### src/css_map.vh
// Constants for the combo supply supervisor: clock rate, delays, dead time.
// Assumes a single 40 MHz clock; all times are converted to cycle counts here.
`ifndef CSS_MAP_VH
`define CSS_MAP_VH

// ----------------------------------------------------------------------------
// Clock
// ----------------------------------------------------------------------------
`define CSS_CLK_HZ 40000000

// ----------------------------------------------------------------------------
// Times in their own units and derived cycle counts
// ----------------------------------------------------------------------------
`define CSS_START_DELAY_MS 20
`define CSS_START_DELAY_CYC ((`CSS_START_DELAY_MS * (`CSS_CLK_HZ / 1000)))
`define CSS_FAULT_STOP_MS 5
`define CSS_FAULT_STOP_CYC ((`CSS_FAULT_STOP_MS * (`CSS_CLK_HZ / 1000)))
`define CSS_DEAD_TIME_NS 327
`define CSS_DEAD_TIME_CYC ((`CSS_DEAD_TIME_NS * (`CSS_CLK_HZ / 1000000) + 999) / 1000)
`define CSS_HALF_PERIOD_CYC 80

`endif

### src/css_supervisor.v
// Combo supply supervisor: start-up sequencing, power-good, fault lock-out,
// skip, thermal gating and dead-time half-bridge pulse generation.
// Assumes comparator outputs arrive asynchronously on pins; one MCLK domain.
//
// Operation
// - Resonant stage waits 20 ms after boost ready
// - Restart clears the start-up delay counter
// - Power-good goes low after 20 ms
// - Bulk below good threshold releases power-good
// - Boost fault timer expiry stops resonant stage
// - First fault level restarts soft-start at maximum frequency
// - Second fault level latches whole controller off
// - Lock-out clears on undervoltage, brown-out, on/off toggle
// - Skip low suppresses resonant pulses when enabled
// - Dead time between half-bridge outputs
// - Over-temperature disables drive with hysteresis
// - Start switching at maximum frequency
// - Dead time typically 327 ns; rounded up here to 14 cycles, 350 ns at 40 MHz
// - Feedback undervoltage drops power-good, stops resonant stage
`include "css_map.vh"
`timescale 1ns/1ps
`default_nettype none

module css_supervisor #(
  parameter START_DELAY_CYC = `CSS_START_DELAY_CYC,
  parameter FAULT_STOP_CYC = `CSS_FAULT_STOP_CYC,
  parameter DEAD_CYC = `CSS_DEAD_TIME_CYC,
  parameter HALF_CYC = `CSS_HALF_PERIOD_CYC,
  parameter SKIP_VARIANT = 1
) (
  // Clock and reset
  input wire MCLK,
  input wire RESET,
  // Comparator and pin inputs
  input wire BOOST_STAGE_READY,
  input wire SUPPLY_UNDERVOLTAGE,
  input wire LINE_BROWN_OUT,
  input wire REMOTE_ON,
  input wire BULK_BELOW_GOOD,
  input wire BOOST_FAULT,
  input wire FEEDBACK_UNDERVOLTAGE,
  input wire FAULT_LEVEL1,
  input wire FAULT_LEVEL2,
  input wire REDUNDANT_OVERVOLTAGE_IN,
  input wire SKIP_IN,
  input wire OVER_TEMP,
  input wire TEMP_ABOVE_LOW,
  // Outputs
  output reg POWER_GOOD_N,
  output reg BOOST_ENABLE,
  output reg RESONANT_RUN,
  output reg SOFT_START_DISCHARGE,
  output reg HB_HIGH,
  output reg HB_LOW,
  output reg LOCKED_OUT
);

  // --------------------------------------------------------------------------
  // Input synchronisers
  // --------------------------------------------------------------------------
  localparam NIN = 13;
  wire [NIN-1:0] raw_in;
  reg [NIN-1:0] sync1_reg;
  reg [NIN-1:0] sync2_reg;
  assign raw_in = {TEMP_ABOVE_LOW, OVER_TEMP, SKIP_IN, REDUNDANT_OVERVOLTAGE_IN,
                   FAULT_LEVEL2, FAULT_LEVEL1, FEEDBACK_UNDERVOLTAGE, BOOST_FAULT,
                   BULK_BELOW_GOOD, REMOTE_ON, LINE_BROWN_OUT, SUPPLY_UNDERVOLTAGE,
                   BOOST_STAGE_READY};

  // Two flip-flops per input bit
  genvar gi;
  generate
    for (gi = 0; gi < NIN; gi = gi + 1)
    begin : g_sync
      always @(posedge MCLK or posedge RESET)
      begin
        if (RESET)
        begin
          sync1_reg[gi] <= 1'b0;
          sync2_reg[gi] <= 1'b0;
        end
        else
        begin
          sync1_reg[gi] <= raw_in[gi];
          sync2_reg[gi] <= sync1_reg[gi];
        end
      end
    end
  endgenerate

  wire s_ready = sync2_reg[0];
  wire s_uv = sync2_reg[1];
  wire s_bo = sync2_reg[2];
  wire s_on = sync2_reg[3];
  wire s_bulk_low = sync2_reg[4];
  wire s_boost_fault = sync2_reg[5];
  wire s_fb_uv = sync2_reg[6];
  wire s_lvl1 = sync2_reg[7];
  wire s_lvl2 = sync2_reg[8];
  wire s_ovp = sync2_reg[9];
  wire s_skip = sync2_reg[10];
  wire s_hot = sync2_reg[11];
  wire s_warm = sync2_reg[12];

  // --------------------------------------------------------------------------
  // On/off edge, restart and lock-out
  // --------------------------------------------------------------------------
  reg on_prev_reg;
  reg lock_reg;
  reg hot_reg;
  wire on_toggle = s_on ^ on_prev_reg;
  wire restart = s_uv | s_bo | on_toggle;
  wire lock_set = s_lvl2 | s_ovp;

  // Lock-out latch; a new fault wins over a clear
  always @(posedge MCLK or posedge RESET)
  begin
    if (RESET)
    begin
      on_prev_reg <= 1'b0;
      lock_reg <= 1'b0;
    end
    else
    begin
      on_prev_reg <= s_on;
      if (lock_set)
        lock_reg <= 1'b1;
      else if (restart)
        lock_reg <= 1'b0;
    end
  end

  // Thermal hysteresis: set when hot, clear when below low threshold
  always @(posedge MCLK or posedge RESET)
  begin
    if (RESET)
      hot_reg <= 1'b0;
    else if (s_hot)
      hot_reg <= 1'b1;
    else if (!s_warm)
      hot_reg <= 1'b0;
  end

  // Controller may run: on, supply good, no brown-out, not locked, not hot
  wire run_ok = s_on & ~s_uv & ~s_bo & ~lock_reg & ~lock_set & ~hot_reg;

  // --------------------------------------------------------------------------
  // Start-up delay and boost fault timer
  // --------------------------------------------------------------------------
  reg [31:0] start_cnt_reg;
  reg started_reg;
  reg [31:0] ftim_cnt_reg;
  reg fault_stop_reg;
  reg ftim_run_reg;

  // Start-up delay counts while boost is ready
  always @(posedge MCLK or posedge RESET)
  begin
    if (RESET)
    begin
      start_cnt_reg <= 32'h0;
      started_reg <= 1'b0;
    end
    else if (restart || !run_ok || !s_ready)
    begin
      start_cnt_reg <= 32'h0;
      started_reg <= 1'b0;
    end
    else if (!started_reg)
    begin
      if (start_cnt_reg == START_DELAY_CYC - 1)
        started_reg <= 1'b1;
      start_cnt_reg <= start_cnt_reg + 32'h1;
    end
  end

  // Boost fault timer, rearmed only by a restart or loss of run_ok; the fault need not clear first
  always @(posedge MCLK or posedge RESET)
  begin
    if (RESET)
    begin
      ftim_cnt_reg <= 32'h0;
      ftim_run_reg <= 1'b0;
      fault_stop_reg <= 1'b0;
    end
    else if (restart || !run_ok)
    begin
      ftim_cnt_reg <= 32'h0;
      ftim_run_reg <= 1'b0;
      fault_stop_reg <= 1'b0;
    end
    else if (s_boost_fault && !ftim_run_reg && !fault_stop_reg)
    begin
      ftim_run_reg <= 1'b1;
      ftim_cnt_reg <= 32'h0;
    end
    else if (ftim_run_reg)
    begin
      if (ftim_cnt_reg == FAULT_STOP_CYC - 1)
      begin
        ftim_run_reg <= 1'b0;
        fault_stop_reg <= 1'b1;
      end
      ftim_cnt_reg <= ftim_cnt_reg + 32'h1;
    end
  end

  wire boost_faulted = s_boost_fault | ftim_run_reg | fault_stop_reg;
  wire res_ok = run_ok & started_reg & ~fault_stop_reg & ~s_fb_uv;
  wire good = res_ok & ~s_bulk_low & ~boost_faulted;

  // --------------------------------------------------------------------------
  // Resonant oscillator with dead time
  // --------------------------------------------------------------------------
  localparam PH_IDLE = 2'b00;
  localparam PH_HIGH = 2'b01;
  localparam PH_DEAD = 2'b10;
  localparam PH_LOW = 2'b11;
  reg [1:0] ph_reg;
  reg [1:0] ph_next;
  reg [15:0] ph_cnt_reg;
  reg [15:0] ph_cnt_next;
  reg last_high_reg;
  reg last_high_next;
  wire pulse_ok = res_ok & ~(SKIP_VARIANT != 0 && !s_skip);

  // Phase sequencing: high, dead, low, dead
  always @*
  begin
    ph_next = ph_reg;
    ph_cnt_next = ph_cnt_reg + 16'h1;
    last_high_next = last_high_reg;
    case (ph_reg)
      PH_IDLE:
      begin
        ph_cnt_next = 16'h0;
        if (pulse_ok)
        begin
          ph_next = PH_DEAD;
          last_high_next = 1'b0;
        end
      end
      PH_HIGH:
        if (!pulse_ok || ph_cnt_reg == HALF_CYC[15:0] - 16'h1)
        begin
          ph_next = PH_DEAD;
          ph_cnt_next = 16'h0;
          last_high_next = 1'b1;
        end
      PH_DEAD:
        if (ph_cnt_reg >= DEAD_CYC[15:0] - 16'h1)
        begin
          ph_cnt_next = 16'h0;
          if (!pulse_ok)
            ph_next = PH_IDLE;
          else if (last_high_reg)
            ph_next = PH_LOW;
          else
            ph_next = PH_HIGH;
        end
      PH_LOW:
        if (!pulse_ok || ph_cnt_reg == HALF_CYC[15:0] - 16'h1)
        begin
          ph_next = PH_DEAD;
          ph_cnt_next = 16'h0;
          last_high_next = 1'b0;
        end
      default:
      begin
        ph_next = PH_IDLE;
        ph_cnt_next = 16'h0;
      end
    endcase
  end

  // Phase registers
  always @(posedge MCLK or posedge RESET)
  begin
    if (RESET)
    begin
      ph_reg <= PH_IDLE;
      ph_cnt_reg <= 16'h0;
      last_high_reg <= 1'b0;
    end
    else
    begin
      ph_reg <= ph_next;
      ph_cnt_reg <= ph_cnt_next;
      last_high_reg <= last_high_next;
    end
  end

  // --------------------------------------------------------------------------
  // Registered outputs
  // --------------------------------------------------------------------------
  always @(posedge MCLK or posedge RESET)
  begin
    if (RESET)
    begin
      POWER_GOOD_N <= 1'b1;
      BOOST_ENABLE <= 1'b0;
      RESONANT_RUN <= 1'b0;
      SOFT_START_DISCHARGE <= 1'b1;
      HB_HIGH <= 1'b0;
      HB_LOW <= 1'b0;
      LOCKED_OUT <= 1'b0;
    end
    else
    begin
      POWER_GOOD_N <= ~good;
      BOOST_ENABLE <= run_ok;
      RESONANT_RUN <= res_ok;
      SOFT_START_DISCHARGE <= ~res_ok | s_lvl1;
      HB_HIGH <= (ph_next == PH_HIGH) & pulse_ok;
      HB_LOW <= (ph_next == PH_LOW) & pulse_ok;
      LOCKED_OUT <= lock_reg | lock_set;
    end
  end

endmodule // css_supervisor
`default_nettype wire

### config.mk
export PLATFORM = sky130hd
export DESIGN_NAME = css_supervisor
export DESIGN_NICKNAME = d
export VERILOG_FILES = /design/src/css_supervisor.v
export VERILOG_INCLUDE_DIRS = /design/src
export SDC_FILE = /design/constraint.sdc
export NUM_CORES = 1
export LEC_CHECK = 0
export CELL_PAD_IN_SITES_DETAIL_PLACEMENT = 2
export CELL_PAD_IN_SITES_GLOBAL_PLACEMENT = 2
export CORE_ASPECT_RATIO = 0.6
export CORE_MARGIN = 3
export CORE_UTILIZATION = 42
export DETAILED_ROUTE_END_ITERATION = 10
export DONT_BUFFER_PORTS = 1
export PLACE_DENSITY_LB_ADDON = 0.1
export SYNTH_ARGS = -nofsm -noshare
export SYNTH_HDL_FRONTEND = slang
export SYNTH_SLANG_ARGS = --single-unit
### constraint.sdc
create_clock -name MCLK -period 5.2 [get_ports MCLK]
set_input_delay 0.78 -clock MCLK [delete_from_list [all_inputs] [get_ports MCLK]]
set_output_delay 0.78 -clock MCLK [all_outputs]
set_load 0.05 [all_outputs]
# ---- Word level (Yosys, flattened, before mapping)
# Index checks and enable logic that the tools add are counted.
dict set report op_classes {
  n_lt_le_gt_ge 1
  reduce_logical 19
  n_mul 0
  eq_ne 14
  div_mod_pow 0
  addsub 3
  n_shift 0
  n_mux 33
  bitwise_logic 32
}
# op n
set op_table {}
lappend op_table {{$mux 32} 5}
lappend op_table {{$add 32x1->32 const B} 2}
lappend op_table {{$pmux 16 s3} 1}
lappend op_table {{$eq 32x18->1 const B} 1}
lappend op_table {{$eq 32x20->1 const B} 1}
lappend op_table {{$mux 16} 2}
lappend op_table {{$mux 1} 18}
lappend op_table {{$add 16x1->16 const B} 1}
lappend op_table {{$eq 16x7->1 const B} 1}
lappend op_table {{$ge 16x4->1 const B} 1}
lappend op_table {{$and 1x1->1} 13}
lappend op_table {{$not 1->1} 11}
lappend op_table {{$mux 2} 5}
lappend op_table {{$ne 2x2->1 const B} 5}
lappend op_table {{$or 1x1->1} 7}
lappend op_table {{$eq 2x2->1 const B} 3}
lappend op_table {{$pmux 2 s3} 1}
lappend op_table {{$reduce_bool 2->1} 3}
lappend op_table {{$reduce_bool 3->1} 2}
lappend op_table {{$logic_not 1->1} 5}
lappend op_table {{$eq 2x1->1 const B} 2}
lappend op_table {{$reduce_and 4->1} 1}
lappend op_table {{$logic_or 1x1->1} 3}
lappend op_table {{$pmux 1 s3} 1}
lappend op_table {{other kinds (6)} 7}
dict set report totals {
  memories 0
  out_inout_bits 7
  regBits 122
  rom_bits 0
  latchBits 0
  mem_bits_rw 0
  inputBits 15
}

# ---- Longest topological paths before layout
# Gate-level depths: netlist of run 1.
dict set report depth {
  word_depth 16
  depth_mapped 8
}

# ---- Worst setup path before layout of run 1
# No wires, ideal clock.
dict set report synth_path {
  path_type {reg-to-reg}
  start {register ph_cnt_reg[4]}
  end {register last_high_reg}
  n_path_buf 0
  period_less_slack_ns 2.007
  stages_incl_launch_ff 6
  required_time_ns 5.077
  slack_ns 3.193
  setup_time_ns 0.123
  t_arrival_ns 1.884
  path_cell_list {dfrtp_1 -> or4_4 -> or4_1 -> a31oi_1 -> mux2i_1 -> a21oi_1}
}
dict set report synth_via {
  elab_chain_len 4
  word_cells_on_any_way 5
  classes_between {eq/ne: 3; reduce/logical: 2}
}
# element line_no
set synth_lines {}
lappend synth_lines {{from (decl)} css_supervisor.v:221} ;# reg [15:0] ph_cnt_reg;
lappend synth_lines {{from (signal assigned)} css_supervisor.v:288} ;# ph_cnt_reg <= ph_cnt_next;
lappend synth_lines {{$eq 16x7->1 (*)} {css_supervisor.v:244, css_supervisor.v:262}}
lappend synth_lines {{$logic_or 1x1->1 (*)} {css_supervisor.v:244, css_supervisor.v:262}}
lappend synth_lines {{$ne 2x2->1 (no line)} -}
lappend synth_lines {{$reduce_and 4->1 (no line) (*)} -}
lappend synth_lines {{to (signal assigned)} css_supervisor.v:289} ;# last_high_reg <= last_high_next;
lappend synth_lines {{to (decl)} css_supervisor.v:223} ;# reg last_high_reg;
# Mark *: on every way between the ends. The rest lies on a longest branch, timed or not.
# A chain may end at the register's enable or synchronous reset.

# ---- Final worst setup path of run 1
dict set report layout_path {
  start {register started_reg}
  end {register start_cnt_reg[23]}
}
dict set report layout_via {
  elab_chain_len 1
}
# element line_no
set layout_lines {}
lappend layout_lines {{from (decl)} css_supervisor.v:151} ;# reg started_reg;
lappend layout_lines {{from (signal assigned)} css_supervisor.v:162} ;# started_reg <= 1'b0;
lappend layout_lines {{from (signal assigned)} css_supervisor.v:167} ;# started_reg <= 1'b0;
lappend layout_lines {{from (signal assigned)} css_supervisor.v:172} ;# started_reg <= 1'b1;
lappend layout_lines {{$ne 2x1->1 (no line)} -}
lappend layout_lines {{to (signal assigned)} css_supervisor.v:173} ;# start_cnt_reg <= start_cnt_reg + 32'h1;
lappend layout_lines {{to (decl)} css_supervisor.v:150} ;# reg [31:0] start_cnt_reg;
# Every way passes these cells.

==> results.md, run 1 <==
* Post-synth top flop: dfrtp_1
* Vias in the first global route at 4591
* HPWL Detailed at 10.7 mm
* Hold depth at 0
* Hold Startpoint: sync1_reg[1]
* Mapped Area at 5520 sq um
* Final setup violation count at 0
* Reg-to-reg setup timing slack at 2.64 ns
* Unrepaired setup endpoints after global routing: no
* GRT Total Usage at 24.0%
* Skew-Pair Late Insertion Delay at 0.43 ns
* CTS Buf Count at 17
* Pin count of the biggest net entering global routing at 79
* Antenna fix cells at 0
* Mapped Cells at 537
* Critical Path RT at 5.53 ns
* Critical Path Fanout Max at 8
* Die ar. at 14600 sq um
* First-pass GRT wire length at 26.5 mm
* Core Rows at 31
* Post-DRT Antenna Nets at 0
* Crit path cell chain: and3b_1 -> nor2b_1 -> nand4_1 -> or3_1 -> a21oi_1
* Slew @ Worst Pin at 1.01 ns
* Peak supply drop at 0.000237 V
* Power density over the cells at 360 nW/um^2
* Launching element type of the critical path: flop
* H-tree depth at 4
* Worst Hold End: s_uv
* Worst hold path type: reg2reg
* Core Box Area at 12500 sq um
* Initial Utilization at 44.4%
* Status: completed
* WS Path Type: reg2reg
* Finished Core Util at 50.8%
* Worst rel slew slack at 32.5%
* Die X at 154 microns
* DR DRC count at 0
* DR vias at 4203
* Final WL at 16.4 mm
* Area growth syn-to-layout at 14.5%
* Post-synth ARST share at 100%
* Initial antenna violation count at 0
* Slowest stage delay, CP at 0.57 ns
* Avg Cell Area, Syn at 10.3 sq um
* Reg-to-reg startpoint: started_reg
* Final Power at 2.28 mW
* Wire per inst at 22.6 microns
* Place WS at 2.83 ns
* CTS resizes at 0
* Worst setup EP type: flop
* Final Cell Area at 6320 sq um
* Max-Cap Viols at 0
* CTS tree: built
* CTS Hold Bufs at 0
* Critical Path AT at 2.89 ns
* Clock Skew at 0.0109 ns
* I/O pin total at 22
* Gr ovfl total at 0
* Setup TNS at 0 ns
* Initial DRC Count at 187
* Static leakage at 2.48 nW
* Post-synth EDFFs at 0
* Post-layout minimum cycle time at 2.56 ns
* Worst-case reg-to-reg path depth at 5
* CTS Sinks at 122
* First-pass iteration count of the detailed router at 4
* Root Driver: clkbuf_16
* Hold Vio Cnt, Final at 0
* Share of layout cells above drive strength 1 at 8.77%
* #FFs+latches synth at 122
* Slowest cell on the critical path: nor2b_1
* Post-DP Area at 5700 sq um
* I/O Buffers at 0
* Vias per inst at 5.81
* Maximum clock rate at 391 MHz
* Ys Warns at 0
* Layout filler cell count at 1268
* Final Wtd Congestion at 0.829
* Die H at 94.8 microns
* Net count after synthesis at 557
* Worst Slack Setup Final at 2.64 ns
* Worst r2r dst: start_cnt_reg[23]
* Clk buf depth at 2
* Max Slew Vio Count at 0
* CTS clk-pin slew, worst paths at 0.07 ns
* Net total in the final layout at 566
* Final Cycle Share at 49.2%
* Setup repair bufs after CTS at 0
* Post-synthesis sequential area ratio at 55.3%
* Netlist cell types at 50
-- worst max path at each step --
stage | startpoint | end | slack [ns] | depth (start not counted)
floorplan | RESET | BOOST_ENABLE | 1.18 | 1
global placement | ftim_cnt_reg[12] | ftim_run_reg | 2.96 | 5
detailed placement | started_reg | start_cnt_reg[23] | 2.83 | 5
CTS | started_reg | start_cnt_reg[23] | 2.68 | 5
global route | started_reg | start_cnt_reg[23] | 2.49 | 5
finish | started_reg | start_cnt_reg[23] | 2.64 | 5
-- cells in the mapped netlist, drive strengths merged, types with 2 or more instances --
library cell / instances / area (sq um)
nor4b: 2 / 17.5
clkbuf: 10 / 37.5
or4: 6 / 48.8
dfstp: 2 / 52.6
or3: 9 / 56.3
nand3: 32 / 160
ha: 5 / 62.6
and2: 5 / 31.3
nor3: 10 / 55.1
and4: 6 / 52.6
inv: 14 / 52.6
nor4: 15 / 115
o21ai: 7 / 35.0
dfrtp: 120 / 3000
nor3b: 2 / 15.0
nor2b: 6 / 37.5
buf: 4 / 23.8
xnor2: 21 / 184
a21o: 2 / 15.0
xor2: 47 / 412
and3: 8 / 50.1
nor2: 97 / 364
mux2i: 4 / 40.0
nand2: 33 / 126
a31oi: 3 / 18.8
a21oi: 14 / 70.1
or4b: 3 / 33.8
nand2b: 5 / 31.3
nand4: 32 / 200
-- layout by cell type (no fill, tap or decap), types with 8 or more instances in the layout --
| cell type | n |
|---|---|
| nor4_1 | 13 |
| clkbuf_16 | 17 |
| xor2_1 | 47 |
| and3_1 | 8 |
| nor3_1 | 9 |
| a21oi_1 | 14 |
| dfrtp_1 | 120 |
| nand2_1 | 32 |
| nand3_1 | 32 |
| nor2_1 | 97 |
| or3_1 | 9 |
| xnor2_1 | 21 |
| nand4_1 | 32 |
| inv_1 | 13 |
-- worst max-delay path, delay by kind of cell (launching register included) --
kind | cells | cell delay (ns)
AND/OR/NAND/NOR | 4 | 1.70
flip-flops | 1 | 0.52
AO/OA/AOI/OAI | 1 | 0.24
-- layer usage --
layer / vias to the layer above / global-route usage [%] / part of all wire (%)
met5: - / 0 / 0
met4: 0 / 9.26 / 2.4
met3: 32 / 7.10 / 4.9
met2: 107 / 36.0 / 44
met1: 2177 / 33.1 / 48
li1: 1887 / - / -
-- where the power goes --
| group | internal, mW | switching (mW) |
|---|---|---|
| sequential | 0.961 | 0.00769 |
| combinational | 0.00320 | 0.0208 |
| clock | 0.772 | 0.512 |
-- logic make-up (layout without fill, tap and decap cells) --
| logic type | after synthesis | count (layout) | share of synthesized area, % |
|---|---|---|---|
| AO/OA/AOI/OAI | 33 | 33 | 3.81 |
| XOR/XNOR | 68 | 68 | 10.8 |
| adder cells (fa/ha/maj) | 5 | 5 | 1.13 |
| buffers and inverters | 28 | 50 | 2.06 |
| flip-flops | 122 | 122 | 55.3 |
| multiplexers | 4 | 4 | 0.725 |
| AND/OR/NAND/NOR | 277 | 277 | 26.2 |
-- final cells by class --
type	instances	area, sq um	area share, %
inverters	14	55.1	0.870
well taps	165	206	3.26
flip-flops and latches	122	3060	48.3
clock inverters	15	199	3.15
repair buffers	4	30.0	0.475
clock buffers	17	425	6.73
multi-input cells	387	2350	37.2
-- through the flow --
| stage | hold WS (ns) | cells |
|---|---|---|
| 2_1_floorplan | 0.331 | 537 |
| 3_3_place_gp | 0.337 | 692 |
| 3_5_place_dp | 0.336 | 692 |
| 4_1_cts | 0.353 | 724 |
| 5_1_grt | 0.349 | 724 |
| 6_report | 0.353 | 724 |
No activity file was read; power rests on OpenSTA's default activity.
==> inputs of run 2 (changes only) <==
--- a/config.mk
+++ b/config.mk
@@ -6,11 +6,12 @@
 export SDC_FILE = /design/constraint.sdc
 export NUM_CORES = 1
 export LEC_CHECK = 0
+export ABC_AREA = 1
 export CELL_PAD_IN_SITES_DETAIL_PLACEMENT = 2
 export CELL_PAD_IN_SITES_GLOBAL_PLACEMENT = 2
 export CORE_ASPECT_RATIO = 0.6
 export CORE_MARGIN = 3
-export CORE_UTILIZATION = 42
+export CORE_UTILIZATION = 39
 export DETAILED_ROUTE_END_ITERATION = 10
 export DONT_BUFFER_PORTS = 1
 export PLACE_DENSITY_LB_ADDON = 0.1
==> constraint.sdc (replaced) <==
create_clock -name MCLK -period 2.36 [get_ports MCLK]
set_input_delay 0.354 -clock MCLK [delete_from_list [all_inputs] [get_ports MCLK]]
set_output_delay 0.354 -clock MCLK [all_outputs]
set_load 0.05 [all_outputs]
==> run 2 against run 1 <==
Critical endpoint is now ph_cnt_reg[14]; area after synthesis rose by 10%; clock power increased by 110%; critical path depth is 5 higher; sequential share of layout area shrank 5.2 points.
==> results.md, run 2 <==
* WS Path Type: reg2reg
* Initial Utilization at 40.9% (-3.4 points)
* Vias per inst at 5.32 (-8.4%)
* Area contributors post-synth: dfrtp_1 (49%), nand2_1 (8.6%), nor2_1 (7.5%)
* Worst hold margin at 0.366 ns (+0.0124 ns)
* Critical Path Fanout Max at 4 (-4)
* Initial antenna violation count at 0 (unchanged)
* Most numerous cell in the Yosys netlist: nand2_1
* Post-synth ARST share at 100% (unchanged)
* Post-synth top flop: dfrtp_1
* CTS Sinks at 122 (unchanged)
* Area occupied by multi-input gates at 2550 sq um (+8.3%)
* Power density over the cells at 697 nW/um^2 (+94%)
* Layout filler cell count at 1584 (+25%)
* Root Driver: clkbuf_16
* Core Box Area at 14800 sq um (+19%)
* Net total in the final layout at 797 (+41%)
* Setup TNS at 0 ns (unchanged)
* Most frequent cells after synthesis: nand2_1 (140), nor2_1 (121), dfrtp_1 (120), inv_1 (105), nand3_1 (55)
* GRT Total Usage at 25.3% (+1.3 points)
* HPWL Detailed at 13.3 mm (+25%)
* Ys Warns at 0 (unchanged)
* Clock Skew at 0.0169 ns (+0.00607 ns)
* Worst rel slew slack at 65.1% (+33 points)
* Multiplexer share of the synthesized area at 0% (-0.72 points)
* Static leakage at 2.89 nW (+17%)
* Max-Cap Viols at 0 (unchanged)
* Post-layout minimum cycle time at 1.99 ns (-0.572 ns)
* Final WL at 20.5 mm (+25%)
* Die ar. at 17200 sq um (+18%)
* Critical Path AT at 2.30 ns (-0.59 ns)
* Highest-count cells in the layout ignoring fill and taps: nand2_1 (140), nor2_1 (121), dfrtp_1 (120)
* CTS tree: built
* Slew @ Worst Pin at 0.519 ns (-0.493 ns)
* Post-DRT Antenna Nets at 0 (unchanged)
* Yosys top cell area share at 49.4% (-5.0 points)
* Die H at 103 microns (+8.3%)
* First-pass GRT wire length at 33.6 mm (+27%)
* Peak supply drop at 0.000448 V (+89%)
* Slowest cell on the critical path: dfrtp_1
* Largest family of logic cells by synthesized area: simple AND/OR/NAND/NOR gates
* I/O Buffers at 0 (unchanged)
* Share of layout cells above drive strength 1 at 12.3% (+3.5 points)
* Commonest non-fill, non-tap cell in the layout: nand2_1
* Synth Area in Compound Gates at 7.66% (+3.8 points)
* Skew-Pair Late Insertion Delay at 0.43 ns (about the same)
* Worst setup EP type: flop
* Area growth syn-to-layout at 16.6%
* H-tree depth at 4 (unchanged)
* CTS Buf Count at 17 (unchanged)
* Wire per inst at 20.8 microns (-8.3%)
* Leading area contributor after synthesis: dfrtp_1
* Post-Synth XOR/XNOR Area at 1.30% (-9.5 points)
* Launching element type of the critical path: flop
* Status: completed
* Post-synthesis sequential area ratio at 50.3% (-5.1 points)
* Final Cycle Share at 84.2% (+35 points)
* Max Slew Vio Count at 0 (unchanged)
* CTS clk-pin slew, worst paths at 0.07 ns (about the same)
* Unrepaired setup endpoints after global routing: no
* Vias in the first global route at 5947 (+30%)
* Antenna fix cells at 0 (unchanged)
* Final Wtd Congestion at 0.912 (+10%)
* Crit path cell chain: ha_1 -> inv_1 -> nor2_2 -> nand3_1 -> nor2_1 -> nand2_1 -> nor3_2 -> nand3_1 -> nand2_1 -> nor2_1
* Critical Path RT at 2.67 ns (-2.86 ns)
* Net count after synthesis at 766 (+38%)
* I/O pin total at 22 (unchanged)
* Simple-gate share of the synthesized area at 31.9% (+5.8 points)
* Final setup violation count at 0 (unchanged)
* Mapped Area at 6080 sq um (+10%)
* Maximum clock rate at 503 MHz (+29%)
* Core Rows at 34 (+9.7%)
* Top delay family on crit path: simple AND/OR/NAND/NOR gates
* Avg Cell Area, Syn at 8.15 sq um (-21%)
* Pin count of the biggest net entering global routing at 74 (-6.3%)
* Post-synth EDFFs at 0 (unchanged)
* Gr ovfl total at 0 (unchanged)
* Worst Path Buf+Inv at 1 (+1)
* Reg area at 3060 sq um (unchanged)
* Slowest stage delay, CP at 0.43 ns (-0.14 ns)
* #FFs+latches synth at 122 (unchanged)
* DR DRC count at 0 (unchanged)
* Die X at 167 microns (+8.5%)
* DR vias at 5254 (+25%)
* Synth Area in Adders at 1.03% (-0.10 points)
* Hold Vio Cnt, Final at 0 (unchanged)
* Netlist cell types at 45 (-10%)
* Initial DRC Count at 383 (+100%)
* First-pass iteration count of the detailed router at 4 (unchanged)
* Clk buf depth at 2 (unchanged)
* Mapped Cells at 746 (+39%)
* Worst hold path type: reg2reg
-- run 2: cell count changes after synthesis, sizes merged, moves of 25 or more --
| cell | previous run | this run |
|---|---|---|
| a21oi | 14 | 41 |
| inv | 14 | 111 |
| nand2 | 33 | 150 |
| nand3 | 32 | 57 |
| nor2 | 97 | 142 |
| xor2 | 47 | 3 |
-- run 2: repair_timing --
item | in CTS | in global routing
hold buffers | 14 | 0
endpoints found under the hold margin | 133 | 0
resized for setup | 0 | 0
endpoints found under the setup margin | 0 | 0
setup buffers | 0 | 0
-- run 2: area by class of cell --
| cell class | count | area share (%) |
|---|---|---|
| sequential | 122 | 43.1 |
| clock buffer | 17 | 6.00 |
| multi-input combinational | 504 | 36.0 |
| tap | 198 | 3.49 |
| inverter | 111 | 6.00 |
| clock inverter | 15 | 2.38 |
| timing repair buffer | 21 | 3.07 |
-- run 2: kinds of logic after synthesis --
logic type	Yosys count
buffers and inverters	120
AO/OA/AOI/OAI	83
XOR/XNOR	9
adder cells (fa/ha/maj)	5
AND/OR/NAND/NOR	407
flip-flops	122
-- run 2: report_power, final --
group | switching, mW | internal (mW)
Combinational | 0.0594 | 0.0275
Sequential | 0.0172 | 2.12
Clock | 1.21 | 1.52
Total | 1.28 | 3.66
-- run 2: worst paths after layout --
| kind | start | slack [ns] | to | depth (start not counted) |
|---|---|---|---|---|
| max reg2reg | ph_cnt_reg[0] | 0.37 | ph_cnt_reg[14] | 10 |
| max | ph_cnt_reg[0] | 0.37 | ph_cnt_reg[14] | 10 |
| min in group asynchronous | RESET | 0.53 | s_lvl2 | 3 |
| min reg2reg | sync1_reg[11] | 0.37 | s_hot | 0 |
| min | sync1_reg[11] | 0.37 | s_hot | 0 |
| max in group asynchronous | RESET | 1.40 | ftim_cnt_reg[25] | 3 |
-- run 2: layer usage --
| layer | share of wire, % | vias to the layer above | track usage, % |
|---|---|---|---|
| li1 | - | 2452 | - |
| met1 | 49 | 2707 | 34.8 |
| met2 | 46 | 78 | 41.7 |
| met3 | 3.5 | 17 | 4.94 |
| met4 | 0.94 | 0 | 7.29 |
| met5 | 0 | - | 0 |
-- run 2: worst reg2reg max path, cell delays in order (launching register included) --
cell and delay (ns):
dfrtp_1 0.43, ha_1 0.22, inv_1 0.09, nor2_2 0.20, nand3_1 0.10, nor2_1 0.19, nand2_1 0.17, nor3_2 0.21
nand3_1 0.12, nand2_1 0.09, nor2_1 0.04
-- run 2: metrics by stage --
stage / util, % / power, mW / cells / worst slack, ns / instance area (sq um)
final: 47.7 / 4.94 / 988 / 0.373 / 7090
after global routing: 47.7 / 5.10 / 988 / 0.106 / 7090
after CTS: 47.7 / 4.95 / 988 / 0.450 / 7090
after detailed placement: 42.8 / 2.24 / 942 / 0.497 / 6350
after global placement: 42.8 / 2.24 / 942 / 0.584 / 6350
after floorplan: - / 2.21 / 746 / 0.510 / 6080
